File: src/include/uosr_params.svh
// Register offsets, field positions, reset values and timing counts
// Assumes a 100 MHz clock and a plain strobe register port with word indices
//
// Operation
// - Session request signalling only at full speed, never low speed.
// - B-device needs bus power below session-valid and both lines low 2 ms.
// - Session-end flag set when power falls below session-end; 2 ms check in software.
// - On bus power removal, self-powered B-device clears both pull-up enables.
// - Discharge bit 0 set discharges bus power through resistor; clear means none.
// - Session request starts with plus-line pull-up held 5 to 10 ms.
// - Then the B-device pulses bus power through the pulse control bit.
// - A-device seeing attach or session-valid flag restores bus power supply.
// - B-device ignores power while pulsing; reconnects pull-up on session-valid.
// - A-device ends the session request by driving bus reset.
// - Host negotiation only at full speed and after A-device enables it.
// - Enabled B-device requests host role in suspend by clearing both pull-ups.
// - A-device seeing bus-reset flag hands over by setting plus-line pull-up.
// - A-device answering with resume keeps host role; B stays peripheral.
// - B-device seeing attach becomes host and drives bus reset first.
// - Host role returns: B pulls up, A drops pull-up after 3 ms idle.
// - Registers implement only the low byte; bits 15 to 8 read zero.
// - Descriptor page registers are 8-bit with bit 0 fixed at zero.
// - Status bit 7 reads 0 for Type A plug, 1 otherwise.
// - Status bit 5 reads 1 only if line state unchanged for 1 ms.
// - Status bits 3, 2, 0: session valid, below session end, bus valid.
// - OTG enable bit 2 gives software pull control; else host and module enables.
// - Control bits 7..4 enable each pull resistor; bits 3 and 1 stay zero.
// - Suspend enable gates the USB clock and holds transceiver low-power.
// - Activity-pending reads 1 when suspend is unwise; needs sleep guard set.
`ifndef UOSR_PARAMS_SVH
`define UOSR_PARAMS_SVH

// Register word indices
`define UOSR_IDX_STAT      4'h0
`define UOSR_IDX_OTGCON    4'h1
`define UOSR_IDX_PWRC      4'h2
`define UOSR_IDX_CON       4'h3
`define UOSR_IDX_IRQ       4'h4
`define UOSR_IDX_CNFG2     4'h5
`define UOSR_IDX_BDTP1     4'h6
`define UOSR_IDX_BDTP2     4'h7
`define UOSR_IDX_BDTP3     4'h8

// Status fields
`define UOSR_ST_PLUG       7
`define UOSR_ST_LSTABLE    5
`define UOSR_ST_SESSVLD    3
`define UOSR_ST_SESSEND    2
`define UOSR_ST_BUSVLD     0

// Pull control fields
`define UOSR_OC_DPUP       7
`define UOSR_OC_DMUP       6
`define UOSR_OC_DPDN       5
`define UOSR_OC_DMDN       4
`define UOSR_OC_OTG_FEATURES_ENABLE      2
`define UOSR_OC_DISCH      0
`define UOSR_OC_WMASK      8'hf5

// Power control fields
`define UOSR_PW_ACTPND     7
`define UOSR_PW_GUARD      4
`define UOSR_PW_SUSP       1
`define UOSR_PW_PWR        0
`define UOSR_PW_WMASK      8'h13

// Module control fields
`define UOSR_CN_RESUME     2
`define UOSR_CN_BUSRST     4
`define UOSR_CN_HOST_ROLE_ENABLE     3
`define UOSR_CN_MODEN      0
`define UOSR_CN_LSPD       7
`define UOSR_CN_WMASK      8'h9d

// Flag fields
`define UOSR_IR_ATTACH     6
`define UOSR_IR_SESSVLD    3
`define UOSR_IR_SESSEND    2
`define UOSR_IR_BUSRST     0

// Config 2 fields
`define UOSR_C2_PULSE      4
`define UOSR_C2_HNPEN      0
`define UOSR_C2_WMASK      8'h11

// Reset values
`define UOSR_RST_BYTE      8'h00

// Timing
`define UOSR_CLK_MHZ       100
`define UOSR_STABLE_US     1000
`define UOSR_IDLE_US       3000
`define UOSR_STABLE_CYC    (`UOSR_STABLE_US * `UOSR_CLK_MHZ)
`define UOSR_IDLE_CYC      (`UOSR_IDLE_US * `UOSR_CLK_MHZ)

`endif

File: src/include/uosr_pkg.sv
// Types shared by the session and role control block
// Assumes the params header supplies the numbers
package uosr_pkg;

  // Analog comparator and line inputs
  typedef struct packed {
    logic plug_type_state;
    logic sess_valid;
    logic sess_end;
    logic bus_valid;
    logic line_se0;
    logic line_j;
  } uosr_line_t;

  // Pin-facing controls
  typedef struct packed {
    logic plus_line_pullup_en;
    logic minus_line_pullup_en;
    logic plus_line_pulldown_en;
    logic minus_line_pulldown_en;
    logic bus_power_discharge_en;
    logic bus_power_pulse_ctl;
  } uosr_pins_t;

  // Role of the port after negotiation
  typedef enum logic [1:0] {
    UOSR_PERIPH  = 2'b00,
    UOSR_REQ     = 2'b01,
    UOSR_HOST    = 2'b11,
    UOSR_RETURN  = 2'b10
  } uosr_role_t;

endpackage

File: src/design/uosr_top.sv
// Session and role control for an OTG dual-role port
// Assumes a strobe register port on clk_i and async line inputs from pins
`timescale 1ns/1ps
`include "uosr_params.svh"

module uosr_top #(
  parameter int STABLE_CYC = `UOSR_STABLE_CYC,
  parameter int IDLE_CYC   = `UOSR_IDLE_CYC
) (
  input  wire logic              clk_i,
  input  wire logic              nrst_i,
  input  wire logic [3:0]        addr_i,
  input  wire logic [15:0]       wdata_i,
  input  wire logic              wr_i,
  input  wire logic              rd_i,
  output logic      [15:0]       rdata_o,
  input  wire uosr_pkg::uosr_line_t line_i,
  input  wire logic              activity_i,
  output uosr_pkg::uosr_pins_t   pins_o,
  output logic                   supply_en_o,
  output logic                   bus_reset_o,
  output logic                   resume_o,
  output logic                   usb_clk_gate_o,
  output logic                   xcvr_lowpower_o,
  output uosr_pkg::uosr_role_t   role_o
);

  // Counts below two leave the window and idle compares without a usable range
  if (STABLE_CYC < 2 || IDLE_CYC < 2)
  begin : g_bad_counts
    $error("uosr_top: timing counts too small");
  end

  //////////////////////////////////////////////////////////////////////
  // Reset release and input synchronisers

  logic [1:0] rst_sync_reg;
  logic       rst_n;

  // Async assert, two-stage release
  always_ff @(posedge clk_i or negedge nrst_i)
  begin
    if (!nrst_i)
      rst_sync_reg <= 2'b00;
    else
      rst_sync_reg <= {rst_sync_reg[0], 1'b1};
  end
  assign rst_n = rst_sync_reg[1];

  uosr_pkg::uosr_line_t line_s1_reg;
  uosr_pkg::uosr_line_t line_reg;
  logic                 act_s1_reg;
  logic                 act_reg;

  // Pins are asynchronous; only line_reg and act_reg are read
  always_ff @(posedge clk_i or negedge rst_n)
  begin
    if (!rst_n)
    begin
      line_s1_reg <= '0;
      line_reg    <= '0;
      act_s1_reg  <= 1'b0;
      act_reg     <= 1'b0;
    end
    else
    begin
      line_s1_reg <= line_i;
      line_reg    <= line_s1_reg;
      act_s1_reg  <= activity_i;
      act_reg     <= act_s1_reg;
    end
  end

  //////////////////////////////////////////////////////////////////////
  // Software registers

  logic [7:0] otgcon_reg;
  logic [7:0] pwrc_reg;
  logic [7:0] con_reg;
  logic [7:0] cnfg2_reg;
  logic [7:0] bdtp_reg [3];
  logic       wr_otg;
  logic       wr_pwr;
  logic       wr_con;
  logic       wr_c2;

  assign wr_otg = wr_i && addr_i == `UOSR_IDX_OTGCON;
  assign wr_pwr = wr_i && addr_i == `UOSR_IDX_PWRC;
  assign wr_con = wr_i && addr_i == `UOSR_IDX_CON;
  assign wr_c2  = wr_i && addr_i == `UOSR_IDX_CNFG2;

  // Pull control; reserved bits 3 and 1 held at zero
  always_ff @(posedge clk_i or negedge rst_n)
  begin
    if (!rst_n)
      otgcon_reg <= `UOSR_RST_BYTE;
    else if (wr_otg)
      otgcon_reg <= wdata_i[7:0] & `UOSR_OC_WMASK;
  end

  logic susp_clr;

  // Power control; suspend is hardware-cleared on resume activity
  always_ff @(posedge clk_i or negedge rst_n)
  begin
    if (!rst_n)
      pwrc_reg <= `UOSR_RST_BYTE;
    else if (wr_pwr)
      pwrc_reg <= wdata_i[7:0] & `UOSR_PW_WMASK;
    else if (susp_clr)
      pwrc_reg[`UOSR_PW_SUSP] <= 1'b0;
  end

  // Module control: host/module enables, reset and resume drive
  always_ff @(posedge clk_i or negedge rst_n)
  begin
    if (!rst_n)
      con_reg <= `UOSR_RST_BYTE;
    else if (wr_con)
      con_reg <= wdata_i[7:0] & `UOSR_CN_WMASK;
  end

  // Config 2: bus power pulse and negotiation enable
  always_ff @(posedge clk_i or negedge rst_n)
  begin
    if (!rst_n)
      cnfg2_reg <= `UOSR_RST_BYTE;
    else if (wr_c2)
      cnfg2_reg <= wdata_i[7:0] & `UOSR_C2_WMASK;
  end

  // Descriptor pages, bit 0 forced to zero for alignment
  always_ff @(posedge clk_i or negedge rst_n)
  begin
    if (!rst_n)
    begin
      for (int i = 0; i < 3; i++)
        bdtp_reg[i] <= `UOSR_RST_BYTE;
    end
    else if (wr_i && addr_i >= `UOSR_IDX_BDTP1 && addr_i <= `UOSR_IDX_BDTP3)
      bdtp_reg[2'(addr_i - `UOSR_IDX_BDTP1)] <= {wdata_i[7:1], 1'b0};
  end

  //////////////////////////////////////////////////////////////////////
  // Line stability timer

  logic [1:0]  line_stable_flag_prev_reg;
  logic [31:0] stab_cnt_reg;
  logic        stable_reg;
  logic [1:0]  line_stable_flag;

  assign line_stable_flag = {line_reg.line_se0, line_reg.line_j};

  // Any change restarts the 1 ms window
  always_ff @(posedge clk_i or negedge rst_n)
  begin
    if (!rst_n)
    begin
      line_stable_flag_prev_reg <= 2'b00;
      stab_cnt_reg    <= '0;
      stable_reg      <= 1'b0;
    end
    else
    begin
      line_stable_flag_prev_reg <= line_stable_flag;
      if (line_stable_flag != line_stable_flag_prev_reg)
      begin
        stab_cnt_reg <= '0;
        stable_reg   <= 1'b0;
      end
      else if (stab_cnt_reg >= 32'(STABLE_CYC - 1))
        stable_reg <= 1'b1;
      else
        stab_cnt_reg <= stab_cnt_reg + 32'd1;
    end
  end

  //////////////////////////////////////////////////////////////////////
  // Sticky event flags, write one to clear, set wins

  logic [7:0] irq_reg;
  logic       sv_prev_reg;
  logic       se_prev_reg;
  logic       se0_prev_reg;
  logic [7:0] irq_set;
  logic [2:0] warm_reg;

  // History regs start at zero, not at the pin level; mask edges until they hold real data
  always_ff @(posedge clk_i or negedge rst_n)
  begin
    if (!rst_n)
      warm_reg <= 3'b000;
    else
      warm_reg <= {warm_reg[1:0], 1'b1};
  end

  always_comb
  begin
    irq_set                    = 8'h00;
    irq_set[`UOSR_IR_SESSVLD] = line_reg.sess_valid && !sv_prev_reg && warm_reg[2];
    irq_set[`UOSR_IR_SESSEND] = line_reg.sess_end && !se_prev_reg && warm_reg[2];
    irq_set[`UOSR_IR_ATTACH]  = se0_prev_reg && !line_reg.line_se0 && stable_reg && warm_reg[2];
    irq_set[`UOSR_IR_BUSRST]  = line_reg.line_se0 && !se0_prev_reg && warm_reg[2];
  end

  always_ff @(posedge clk_i or negedge rst_n)
  begin
    if (!rst_n)
    begin
      irq_reg      <= `UOSR_RST_BYTE;
      sv_prev_reg  <= 1'b0;
      se_prev_reg  <= 1'b0;
      se0_prev_reg <= 1'b0;
    end
    else
    begin
      sv_prev_reg  <= line_reg.sess_valid;
      se_prev_reg  <= line_reg.sess_end;
      se0_prev_reg <= line_reg.line_se0;
      irq_reg      <= (irq_reg & ~((wr_i && addr_i == `UOSR_IDX_IRQ) ? wdata_i[7:0] : 8'h00)) | irq_set;
    end
  end

  //////////////////////////////////////////////////////////////////////
  // Role tracking for negotiation and host role return

  uosr_pkg::uosr_role_t role_reg;
  logic [31:0]          idle_cnt_reg;
  logic                 full_speed;
  logic                 hnp_ok;
  logic                 a_side;

  assign full_speed = !con_reg[`UOSR_CN_LSPD];
  assign a_side     = !line_reg.plug_type_state;
  assign hnp_ok     = full_speed && cnfg2_reg[`UOSR_C2_HNPEN];

  // Host role follows disconnect, attach and idle events
  always_ff @(posedge clk_i or negedge rst_n)
  begin
    if (!rst_n)
    begin
      role_reg     <= uosr_pkg::UOSR_PERIPH;
      idle_cnt_reg <= '0;
    end
    else
    begin
      unique case (role_reg)
        uosr_pkg::UOSR_PERIPH:
          if (hnp_ok && !a_side && stable_reg && !pins_o.plus_line_pullup_en && !pins_o.minus_line_pullup_en)
            role_reg <= uosr_pkg::UOSR_REQ;
        uosr_pkg::UOSR_REQ:
          if (con_reg[`UOSR_CN_RESUME])
            role_reg <= uosr_pkg::UOSR_PERIPH;
          else if (irq_set[`UOSR_IR_ATTACH])
            role_reg <= uosr_pkg::UOSR_HOST;
        uosr_pkg::UOSR_HOST:
          if (otgcon_reg[`UOSR_OC_DPUP])
          begin
            role_reg     <= uosr_pkg::UOSR_RETURN;
            idle_cnt_reg <= '0;
          end
        uosr_pkg::UOSR_RETURN:
          if (!stable_reg)
            idle_cnt_reg <= '0;
          else if (idle_cnt_reg >= 32'(IDLE_CYC - 1))
            role_reg <= uosr_pkg::UOSR_PERIPH;
          else
            idle_cnt_reg <= idle_cnt_reg + 32'd1;
      endcase
    end
  end

  //////////////////////////////////////////////////////////////////////
  // Pin controls

  logic pulse_ok;

  // Session request only at full speed while on the B side
  assign pulse_ok = full_speed && !a_side;

  // Pull resistors: software under OTG enable, else from host/module enables
  always_comb
  begin
    if (otgcon_reg[`UOSR_OC_OTG_FEATURES_ENABLE])
    begin
      pins_o.plus_line_pullup_en    = otgcon_reg[`UOSR_OC_DPUP];
      pins_o.minus_line_pullup_en   = otgcon_reg[`UOSR_OC_DMUP];
      pins_o.plus_line_pulldown_en  = otgcon_reg[`UOSR_OC_DPDN];
      pins_o.minus_line_pulldown_en = otgcon_reg[`UOSR_OC_DMDN];
    end
    else
    begin
      pins_o.plus_line_pullup_en    = con_reg[`UOSR_CN_MODEN] && !con_reg[`UOSR_CN_HOST_ROLE_ENABLE];
      pins_o.minus_line_pullup_en   = 1'b0;
      pins_o.plus_line_pulldown_en  = con_reg[`UOSR_CN_HOST_ROLE_ENABLE];
      pins_o.minus_line_pulldown_en = con_reg[`UOSR_CN_HOST_ROLE_ENABLE];
    end
    pins_o.bus_power_discharge_en = otgcon_reg[`UOSR_OC_DISCH];
    pins_o.bus_power_pulse_ctl    = cnfg2_reg[`UOSR_C2_PULSE] && pulse_ok;
  end

  // Supply follows software enable on the A side only; bus reset and resume from control
  assign supply_en_o = pwrc_reg[`UOSR_PW_PWR] && a_side;
  assign bus_reset_o = con_reg[`UOSR_CN_BUSRST];
  assign resume_o    = con_reg[`UOSR_CN_RESUME];
  assign role_o      = role_reg;

  // Suspend gating; activity while the line is not J clears suspend, guard not used
  assign usb_clk_gate_o  = pwrc_reg[`UOSR_PW_SUSP];
  assign xcvr_lowpower_o = pwrc_reg[`UOSR_PW_SUSP];
  assign susp_clr        = pwrc_reg[`UOSR_PW_SUSP] && act_reg && !line_reg.line_j;

  //////////////////////////////////////////////////////////////////////
  // Read port, data one cycle after strobe

  logic [7:0] rd_byte;
  logic [7:0] stat_byte;

  always_comb
  begin
    stat_byte                    = 8'h00;
    stat_byte[`UOSR_ST_PLUG]    = line_reg.plug_type_state;
    stat_byte[`UOSR_ST_LSTABLE] = stable_reg;
    stat_byte[`UOSR_ST_SESSVLD] = line_reg.sess_valid;
    stat_byte[`UOSR_ST_SESSEND] = line_reg.sess_end;
    stat_byte[`UOSR_ST_BUSVLD]  = line_reg.bus_valid;
    unique case (addr_i)
      `UOSR_IDX_STAT:   rd_byte = stat_byte;
      `UOSR_IDX_OTGCON: rd_byte = otgcon_reg;
      `UOSR_IDX_PWRC:   rd_byte = pwrc_reg | {pwrc_reg[`UOSR_PW_GUARD] && act_reg, 7'h00};
      `UOSR_IDX_CON:    rd_byte = con_reg;
      `UOSR_IDX_IRQ:    rd_byte = irq_reg;
      `UOSR_IDX_CNFG2:  rd_byte = cnfg2_reg;
      `UOSR_IDX_BDTP1:  rd_byte = bdtp_reg[0];
      `UOSR_IDX_BDTP2:  rd_byte = bdtp_reg[1];
      `UOSR_IDX_BDTP3:  rd_byte = bdtp_reg[2];
      default:          rd_byte = 8'h00;
    endcase
  end

  // Upper byte always zero
  always_ff @(posedge clk_i or negedge rst_n)
  begin
    if (!rst_n)
      rdata_o <= 16'h0000;
    else if (rd_i)
      rdata_o <= {8'h00, rd_byte};
    else
      rdata_o <= 16'h0000;
  end

endmodule

File: config.mk
export PLATFORM = sky130hd
export DESIGN_NAME = uosr_top
export DESIGN_NICKNAME = d
export VERILOG_FILES = /design/src/include/uosr_pkg.sv /design/src/design/uosr_top.sv
export VERILOG_INCLUDE_DIRS = /design/src /design/src/include
export SDC_FILE = /design/constraint.sdc
export NUM_CORES = 1
export LEC_CHECK = 0
export ABC_AREA = 0
export CAP_MARGIN = 0
export CORE_MARGIN = 8
export CORE_UTILIZATION = 30
export DETAILED_ROUTE_END_ITERATION = 12
export DONT_BUFFER_PORTS = 1
export PLACE_DENSITY_LB_ADDON = 0.08
export SYNTH_ARGS = -nofsm -noshare
export SYNTH_HDL_FRONTEND = slang
export SYNTH_SLANG_ARGS = --single-unit
File: constraint.sdc
create_clock -name clk_i -period 5.43 [get_ports clk_i]
set_input_delay 0.2715 -clock clk_i [delete_from_list [all_inputs] [get_ports clk_i]]
set_output_delay 0.2715 -clock clk_i [all_outputs]
set_load 0.02 [all_outputs]
==> results of run 1 <==
==> worst max path at each step <==
stage | depth (start not counted) | startpoint | endpoint | slack (ns)
after floorplan | 0 | rst_sync_reg[1]$_DFF_PN0_ | act_reg$_DFF_PN0_ | 1.15
after global placement | 5 | role_o[0]$_DFFE_PN0P_ | idle_cnt_reg[14]$_DFFE_PN0P_ | 2.60
after detailed placement | 4 | role_o[0]$_DFFE_PN0P_ | idle_cnt_reg[17]$_DFFE_PN0P_ | 2.54
after CTS | 4 | role_o[0]$_DFFE_PN0P_ | idle_cnt_reg[17]$_DFFE_PN0P_ | 2.51
after global routing | 4 | role_o[0]$_DFFE_PN0P_ | idle_cnt_reg[0]$_DFFE_PN0P_ | 2.33
final | 4 | role_o[0]$_DFFE_PN0P_ | idle_cnt_reg[17]$_DFFE_PN0P_ | 2.62
==> routing by layer <==
| metal | global-route usage, % | up-vias | share of wire [%] |
|---|---|---|---|
| li1 | - | 2156 | - |
| met1 | 17.3 | 2351 | 46 |
| met5 | 0 | - | 0 |
| met2 | 20.8 | 100 | 47 |
| met4 | 3.88 | 0 | 1.2 |
| met3 | 3.34 | 12 | 5.0 |
==> power groups by stage <==
stage	combinational (mW)	clock, mW	sequential, mW
finish	0.192	1.20	1.22
detailed placement	0.181	0	1.24
global placement	0.178	0	1.24
CTS	0.197	1.24	1.22
floorplan	0.155	0	1.22
global route	0.214	1.29	1.23
==> worst max-delay path, delay by kind of cell, from the launching register on <==
kind            cells  cell delay (ns)
flops               1             0.58
compound gates      2             0.69
simple gates        2             1.40
==> stage by stage <==
| stage | hold WS [ns] | utilization, % | total power [mW] |
|---|---|---|---|
| detailed placement | -0.0240 | 31.7 | 1.42 |
| CTS | 0.0104 | 35.4 | 2.66 |
| finish | 0.0286 | 35.4 | 2.61 |
| floorplan | -0.0241 | - | 1.37 |
| global placement | -0.0240 | 31.7 | 1.42 |
| global route | 0.0186 | 35.4 | 2.73 |
==> layout make-up <==
class                   instances  area [sq um]  share of cell area (%)
multi-input cells             403          2690                    36.0
flip-flops and latches        143          3580                    48.0
clock inverters                13           165                    2.21
well taps                     275           344                    4.61
repair buffers                 22           210                    2.82
clock buffers                  18           439                    5.88
inverters                      10          37.5                   0.503
==> logic make-up (layout without fill, tap and decap cells) <==
logic type,after synthesis,count (layout)
xor gates and xnor gates,1,1
buffers and inverters,48,63
and+or+nand+nor,236,236
adders and majority gates,4,4
other,2,10
muxes,58,58
DFF,143,143
AOI/OAI and AO/OA,94,94
==> synthesized netlist by cell type (all sizes together), types with 7 or more instances <==
cell type    n  area share, %
buf         17            1.8
o31ai       13            1.5
nand2b       8           0.77
dfrtp      143             55
or2         11            1.1
nand4       10            1.1
nand3       25            1.9
and2        13            1.3
nand2       57            3.3
mux2        36            6.3
o21ai       16            1.2
clkbuf      21            1.2
inv         10           0.58
and3        25            2.4
a21oi       20            1.5
nor2        22            1.3
or4         11            1.3
mux2i       22            3.4
nor4        10            1.3
or3          8           0.85
nor3        12           0.93
a31oi        7           0.68
==> load_flow_metrics.sql, run 1 <==
INSERT INTO impl_metrics (metric_group, metric, value, unit) VALUES
('worst_hold_path', 'hold_class', 'input port to flop', ''),
('synth', 'postSynthRegisterBits', '143', ''),
('cts', 'postCtsHoldBufs', '18', ''),
('cts', 'clock_tree.buffer_depth', '2', ''),
('setup_path', 'worst_path_largest_cell_delay', '0.91', 'ns'),
('cts', 'cts_tree', 'yes', ''),
('synth', 'synth_adder_area_share', '0.773', '%'),
('power_and_ir_drop', 'total_leakage_power', '3.12', 'nW'),
('floorplan', 'top_level_ports', '60', ''),
('sta', 'timing.clock.skew', '0.00814', 'ns'),
('setup_path', 'reg2regPathDepth', '4', ''),
('synth', 'synthArstFlopShare', '100', '%'),
('setup_path', 'crit_path_start_kind', 'flop', ''),
('setup_path', 'crit_path_cell_trace', 'nand3b_1, nand3_1, o21ai_1, a31oi_1', ''),
('synth', 'synthSimpleGateAreaFrac', '20.4', '%'),
('routing', 'vias', '4619', ''),
('floorplan', 'die-height', '163', 'um'),
('floorplan', 'die_width', '163', 'um'),
('place', 'place_worst_setup_slack', '2.54', 'ns'),
('setup_path', 'crit_slowest_cell', 'nand3_1', ''),
('routing', 'first_iter_violations', '291', ''),
('sta', 'fmax', '0.356', 'GHz'),
('sta', 'setup_viol', '0', ''),
('synth', 'syn_avg_cell_area', '11.0', 'sq um'),
('sta', 'final-max-slew-violation-count', '0', ''),
('layout', 'layout.cells.most_common', 'dfrtp_1', ''),
('power_and_ir_drop', 'power_per_cell_area', '350', 'mW/mm^2'),
('synth', 'number_of_distinct_library_cell_variants_in_the_gate_level_netlist_after_synthesis', '64', ''),
('floorplan', 'placeableCoreArea', '0.0211', 'sq mm'),
('sta', 'slew_headroom', '25.5', '%'),
('routing', 'routed_wl', '16800', 'um'),
('cts', 'total_clock_buffers_created_by_cts', '17', ''),
('setup_path', 'crit_arrival', '3.10', 'ns'),
('global_routing', 'grt_max_degree', '58', ''),
('sta', 'setup_repair_after_global_routing_missed_its_margin', 'no', ''),
('place', 'detailed_place.area', '0.00668', 'sq mm'),
('layout', 'fin_nets', '632', ''),
('setup_path', 'end_kind', 'flop', ''),
('cts', 'cts_setup_buffers', '0', ''),
('routing', 'drt_pass1_iterations', '5', ''),
('power_and_ir_drop', 'p_seq_share', '46.6', '%'),
('sta', 'finalCriticalPeriod', '2.81', 'ns'),
('power_and_ir_drop', 'power.clock.fraction', '46.0', '%'),
('layout', 'fillers', '2102', ''),
('setup_path', 'worstSetupPathType', 'flop to flop', ''),
('global_routing', 'grt_first_pass_wirelength', '27100', 'um'),
('cts', 'htree_levels', '4', ''),
('setup_path', 'critical_path.reg2reg.startpoint', 'role_o[0]$_DFFE_PN0P_', ''),
('setup_path', 'crit_required', '5.72', 'ns'),
('setup_path', 'worstReg2RegEnd', 'idle_cnt_reg[17]$_DFFE_PN0P_', ''),
('sta', 'worstMarginPinSlew', '1.12', 'ns'),
('worst_hold_path', 'cell_count_of_the_worst_hold_path', '1', ''),
('layout', 'antennaDiodeCount', '0', ''),
('sta', 'final-hold-violation-count', '0', ''),
('routing', 'routed_wirelength_normalized_by_instance_count', '19.0', 'um'),
('synth', 'mux_share_of_post_synthesis_cell_area', '9.67', '%'),
('synth', 'ys_warn_count', '0', ''),
('cts', 'resized_gates_after_cts', '0', ''),
('floorplan', 'floorplan.die_area', '0.0265', 'sq mm'),
('outcome', 'status', 'complete, no violations', ''),
('setup_path', 'regToRegSetupSlack', '2.62', 'ns'),
('global_routing', 'grtUsageTotal', '13.1', '%'),
('power_and_ir_drop', 'worst_ir_drop_vdd', '204', 'uV'),
('cts', 'cts_root_buf', 'clkbuf_16', ''),
('synth', 'dominantRegCellSynth', 'dfrtp_1', ''),
('layout', 'most-common-layout-cells', 'dfrtp_1 (142), nand2_1 (57), mux2_2 (36), nand3_1 (25), and3_1 (25)', ''),
('routing', 'drt.antenna.violating_nets', '0', ''),
('layout', 'drive_gt1_share', '15.1', '%'),
('cts', 'clock_latency', '0.42', 'ns'),
('routing', 'drc_errors', '0', ''),
('layout', 'layout_area_growth_over_synthesis', '15.4', '%');
Power figures use the tool's default switching activity.
==> run 2: changes to the inputs <==
==> constraint.sdc (replaced) <==
create_clock -name clk_i -period 2.7 [get_ports clk_i]
set_input_delay 0.135 -clock clk_i [delete_from_list [all_inputs] [get_ports clk_i]]
set_output_delay 0.135 -clock clk_i [all_outputs]
set_load 0.02 [all_outputs]
==> run 2 against run 1 <==
Effect of this change:
- die area is the same
- hold slack better by 0.0027 ns
- critical path type unchanged
- non-clock buffer count rose by 17
- highest routed layer unchanged
- cell area is 1.8% higher
- largest cell class unchanged
- routed wire length grew 2.1%
==> load_flow_metrics.sql, run 2 (synthesis gave the netlist of run 1 again) <==
INSERT INTO impl_metrics (metric_group, metric, value, unit) VALUES
('global_routing', 'grt_pass1_vias', '4783', ''),
('place', 'place.gp.congestion', '0.812', ''),
('sta', 'finalCriticalPeriod', '2.30', 'ns'),
('routing', 'detail_route.vias_per_cell', '5.22', ''),
('worst_hold_path', 'hold_path_end', 'rdata_o[5]$_DFF_PN0_', ''),
('power_and_ir_drop', 'total_leakage_power', '3.20', 'nW'),
('global_routing', 'grtUsageTotal', '13.5', '%'),
('routing', 'drt.antenna.violating_nets', '0', ''),
('layout', 'design_area', '0.00760', 'sq mm'),
('floorplan', 'placeableCoreArea', '0.0211', 'sq mm'),
('power_and_ir_drop', 'power_per_cell_area', '683', 'mW/mm^2'),
('routing', 'vias', '4709', ''),
('routing', 'routed_wirelength_normalized_by_instance_count', '19.0', 'um'),
('sta', 'final-max-slew-violation-count', '0', ''),
('sta', 'fmax', '0.435', 'GHz'),
('cts', 'resized_gates_after_cts', '0', ''),
('sta', 'setup_viol', '0', ''),
('setup_path', 'crit_arrival', '2.66', 'ns'),
('sta', 'final.setup.tns', '0', 'ns'),
('place', 'dpl.hpwl', '11600', 'um'),
('layout', 'seq_area', '0.00358', 'sq mm'),
('layout', 'layout_area_growth_over_synthesis', '17.5', '%'),
('floorplan', 'die-height', '163', 'um'),
('worst_hold_path', 'hold_start', 'addr_i[0]', ''),
('outcome', 'status', 'complete, no violations', ''),
('sta', 'timing.clock.skew', '0.0144', 'ns'),
('layout', 'most-common-layout-cells', 'dfrtp_1 (142), nand2_1 (57), mux2_2 (36), nand3_1 (25), and3_1 (25)', ''),
('routing', 'routed_wl', '17100', 'um'),
('setup_path', 'worstReg2RegEnd', 'idle_cnt_reg[15]$_DFFE_PN0P_', ''),
('cts', 'htree_levels', '4', ''),
('power_and_ir_drop', 'report.power.total', '5.19', 'mW'),
('cts', 'total_clock_buffers_created_by_cts', '17', ''),
('layout', 'fin_nets', '649', ''),
('cts', 'tritoncts_num_sinks', '143', ''),
('place', 'io_buffers', '0', ''),
('routing', 'drc_errors', '0', ''),
('setup_path', 'critical_path.reg2reg.startpoint', 'idle_cnt_reg[0]$_DFFE_PN0P_', ''),
('cts', 'clock_latency', '0.43', 'ns'),
('sta', 'final-hold-violation-count', '0', ''),
('floorplan', 'floorplan.initialDensity', '30.7', '%'),
('power_and_ir_drop', 'worst_ir_drop_vdd', '384', 'uV'),
('layout', 'finish.cell_count_without_fillers', '902', ''),
('routing', 'drt_pass1_iterations', '5', ''),
('cts', 'cts_tree', 'yes', ''),
('setup_path', 'critical_path_peak_fanout', '9', ''),
('setup_path', 'crit_required', '3.06', 'ns'),
('job', 'max-cap-violations', '0', ''),
('global_routing', 'grt_first_pass_wirelength', '27600', 'um'),
('cts', 'clock_tree.buffer_depth', '2', ''),
('layout', 'antennaDiodeCount', '0', ''),
('setup_path', 'reg2regPathDepth', '7', ''),
('global_routing', 'grt.overflow.total', '0', ''),
('sta', 'worstMarginPinSlew', '0.593', 'ns'),
('global_routing', 'grt_max_degree', '43', ''),
('setup_path', 'crit_path_cell_trace', 'ha_1, a41oi_1, o311ai_1, and4_1, buf_12, nor4_1, mux2i_1', ''),
('setup_path', 'worst_path_largest_cell_delay', '0.44', 'ns'),
('global_routing', 'antenna_found_initial', '0', ''),
('routing', 'first_iter_violations', '315', ''),
('place', 'detailed_place.area', '0.00680', 'sq mm'),
('floorplan', 'top_level_ports', '60', ''),
('floorplan', 'die_width', '163', 'um'),
('setup_path', 'crit_slowest_cell', 'dfrtp_1', ''),
('cts', 'postCtsHoldBufs', '23', ''),
('layout', 'multi_input_comb_area', '0.00269', 'sq mm'),
('setup_path', 'regToRegSetupSlack', '0.40', 'ns'),
('worst_hold_path', 'cell_count_of_the_worst_hold_path', '4', ''),
('place', 'place_inst', '847', ''),
('layout', 'layout.cells.most_common', 'dfrtp_1', ''),
('layout', 'layout.core_utilization', '36.1', '%'),
('sta', 'slew_headroom', '60.4', '%'),
('worst_hold_path', 'hold_class', 'input port to flop', ''),
('floorplan', 'floorplan.die_area', '0.0265', 'sq mm'),
('cts', 'clkSlewWorstSetupHoldPaths', '0.07', 'ns'),
('layout', 'drive_gt1_share', '16.7', '%'),
('setup_path', 'end_kind', 'flop', ''),
('setup_path', 'worstSetupPathType', 'flop to flop', ''),
('floorplan', 'std_cell_rows', '53', ''),
('layout', 'fillers', '2106', ''),
('setup_path', 'crit_path_start_kind', 'flop', ''),
('cts', 'cts_root_buf', 'clkbuf_16', ''),
('sta', 'layout_worst_path_cycle_share', '85.1', '%'),
('sta', 'setup_repair_after_global_routing_missed_its_margin', 'no', ''),
('cts', 'cts_setup_buffers', '0', '');
run 2: changes by cell type in the layout (fill, tap and decap cells not counted), sizes merged:
| cell | before | now |
|---|---|---|
| inv | 11 | 19 |
| buf | 4 | 16 |
| dlygate4sd3 | 18 | 23 |
| clkbuf | 18 | 17 |
| clkinv | 5 | 1 |
| bufinv | 3 | 1 |
run 2: how the worst max path moves through the flow:
stage | slack [ns] | to | startpoint
after floorplan | 0.33 | act_reg$_DFF_PN0_ | rst_sync_reg[1]$_DFF_PN0_
after global placement | 0.42 | idle_cnt_reg[3]$_DFFE_PN0P_ | idle_cnt_reg[29]$_DFFE_PN0P_
after detailed placement | 0.35 | idle_cnt_reg[18]$_DFFE_PN0P_ | idle_cnt_reg[29]$_DFFE_PN0P_
after CTS | 0.37 | idle_cnt_reg[18]$_DFFE_PN0P_ | idle_cnt_reg[29]$_DFFE_PN0P_
after global routing | 0.22 | idle_cnt_reg[16]$_DFFE_PN0P_ | idle_cnt_reg[29]$_DFFE_PN0P_
final | 0.40 | idle_cnt_reg[15]$_DFFE_PN0P_ | idle_cnt_reg[0]$_DFFE_PN0P_
run 2: routing by layer:
metal	up-vias	GRT usage, %	share of wire [%]
li1	2183	-	-
met1	2404	17.3	45
met2	100	21.4	48
met3	22	3.03	4.2
met4	0	6.05	2.2
met5	-	0	0
run 2: report_power, final:
part	internal (mW)	switching, mW	total, mW
combinational	0.193	0.221	0.413
clock	1.30	1.03	2.33
sequential	2.30	0.150	2.45
run 2: final cells by class:
| type | instances | area share [%] |
|---|---|---|
| multi-input combinational | 403 | 35.4 |
| inverter | 10 | 0.494 |
| tap | 275 | 4.53 |
| clock buffer | 17 | 5.59 |
| clock inverter | 15 | 1.97 |
| sequential | 143 | 47.1 |
| timing repair buffer | 39 | 4.94 |
run 2: stage by stage:
stage	setup WS, ns	hold slack [ns]
after floorplan	0.326	-0.161
after global placement	0.425	-0.161
after detailed placement	0.352	-0.161
after CTS	0.366	0.00115
after global routing	0.224	0.0361
final	0.403	0.0313
run 2: critical path, delay by kind of cell, from the launching register on:
family / cells / cell delay (ns)
adder cells (fa/ha/maj): 1 / 0.28
multiplexers: 1 / 0.22
AO/OA/AOI/OAI: 2 / 0.43
flip-flops: 1 / 0.44
buffers and inverters: 1 / 0.19
AND/OR/NAND/NOR: 2 / 0.67
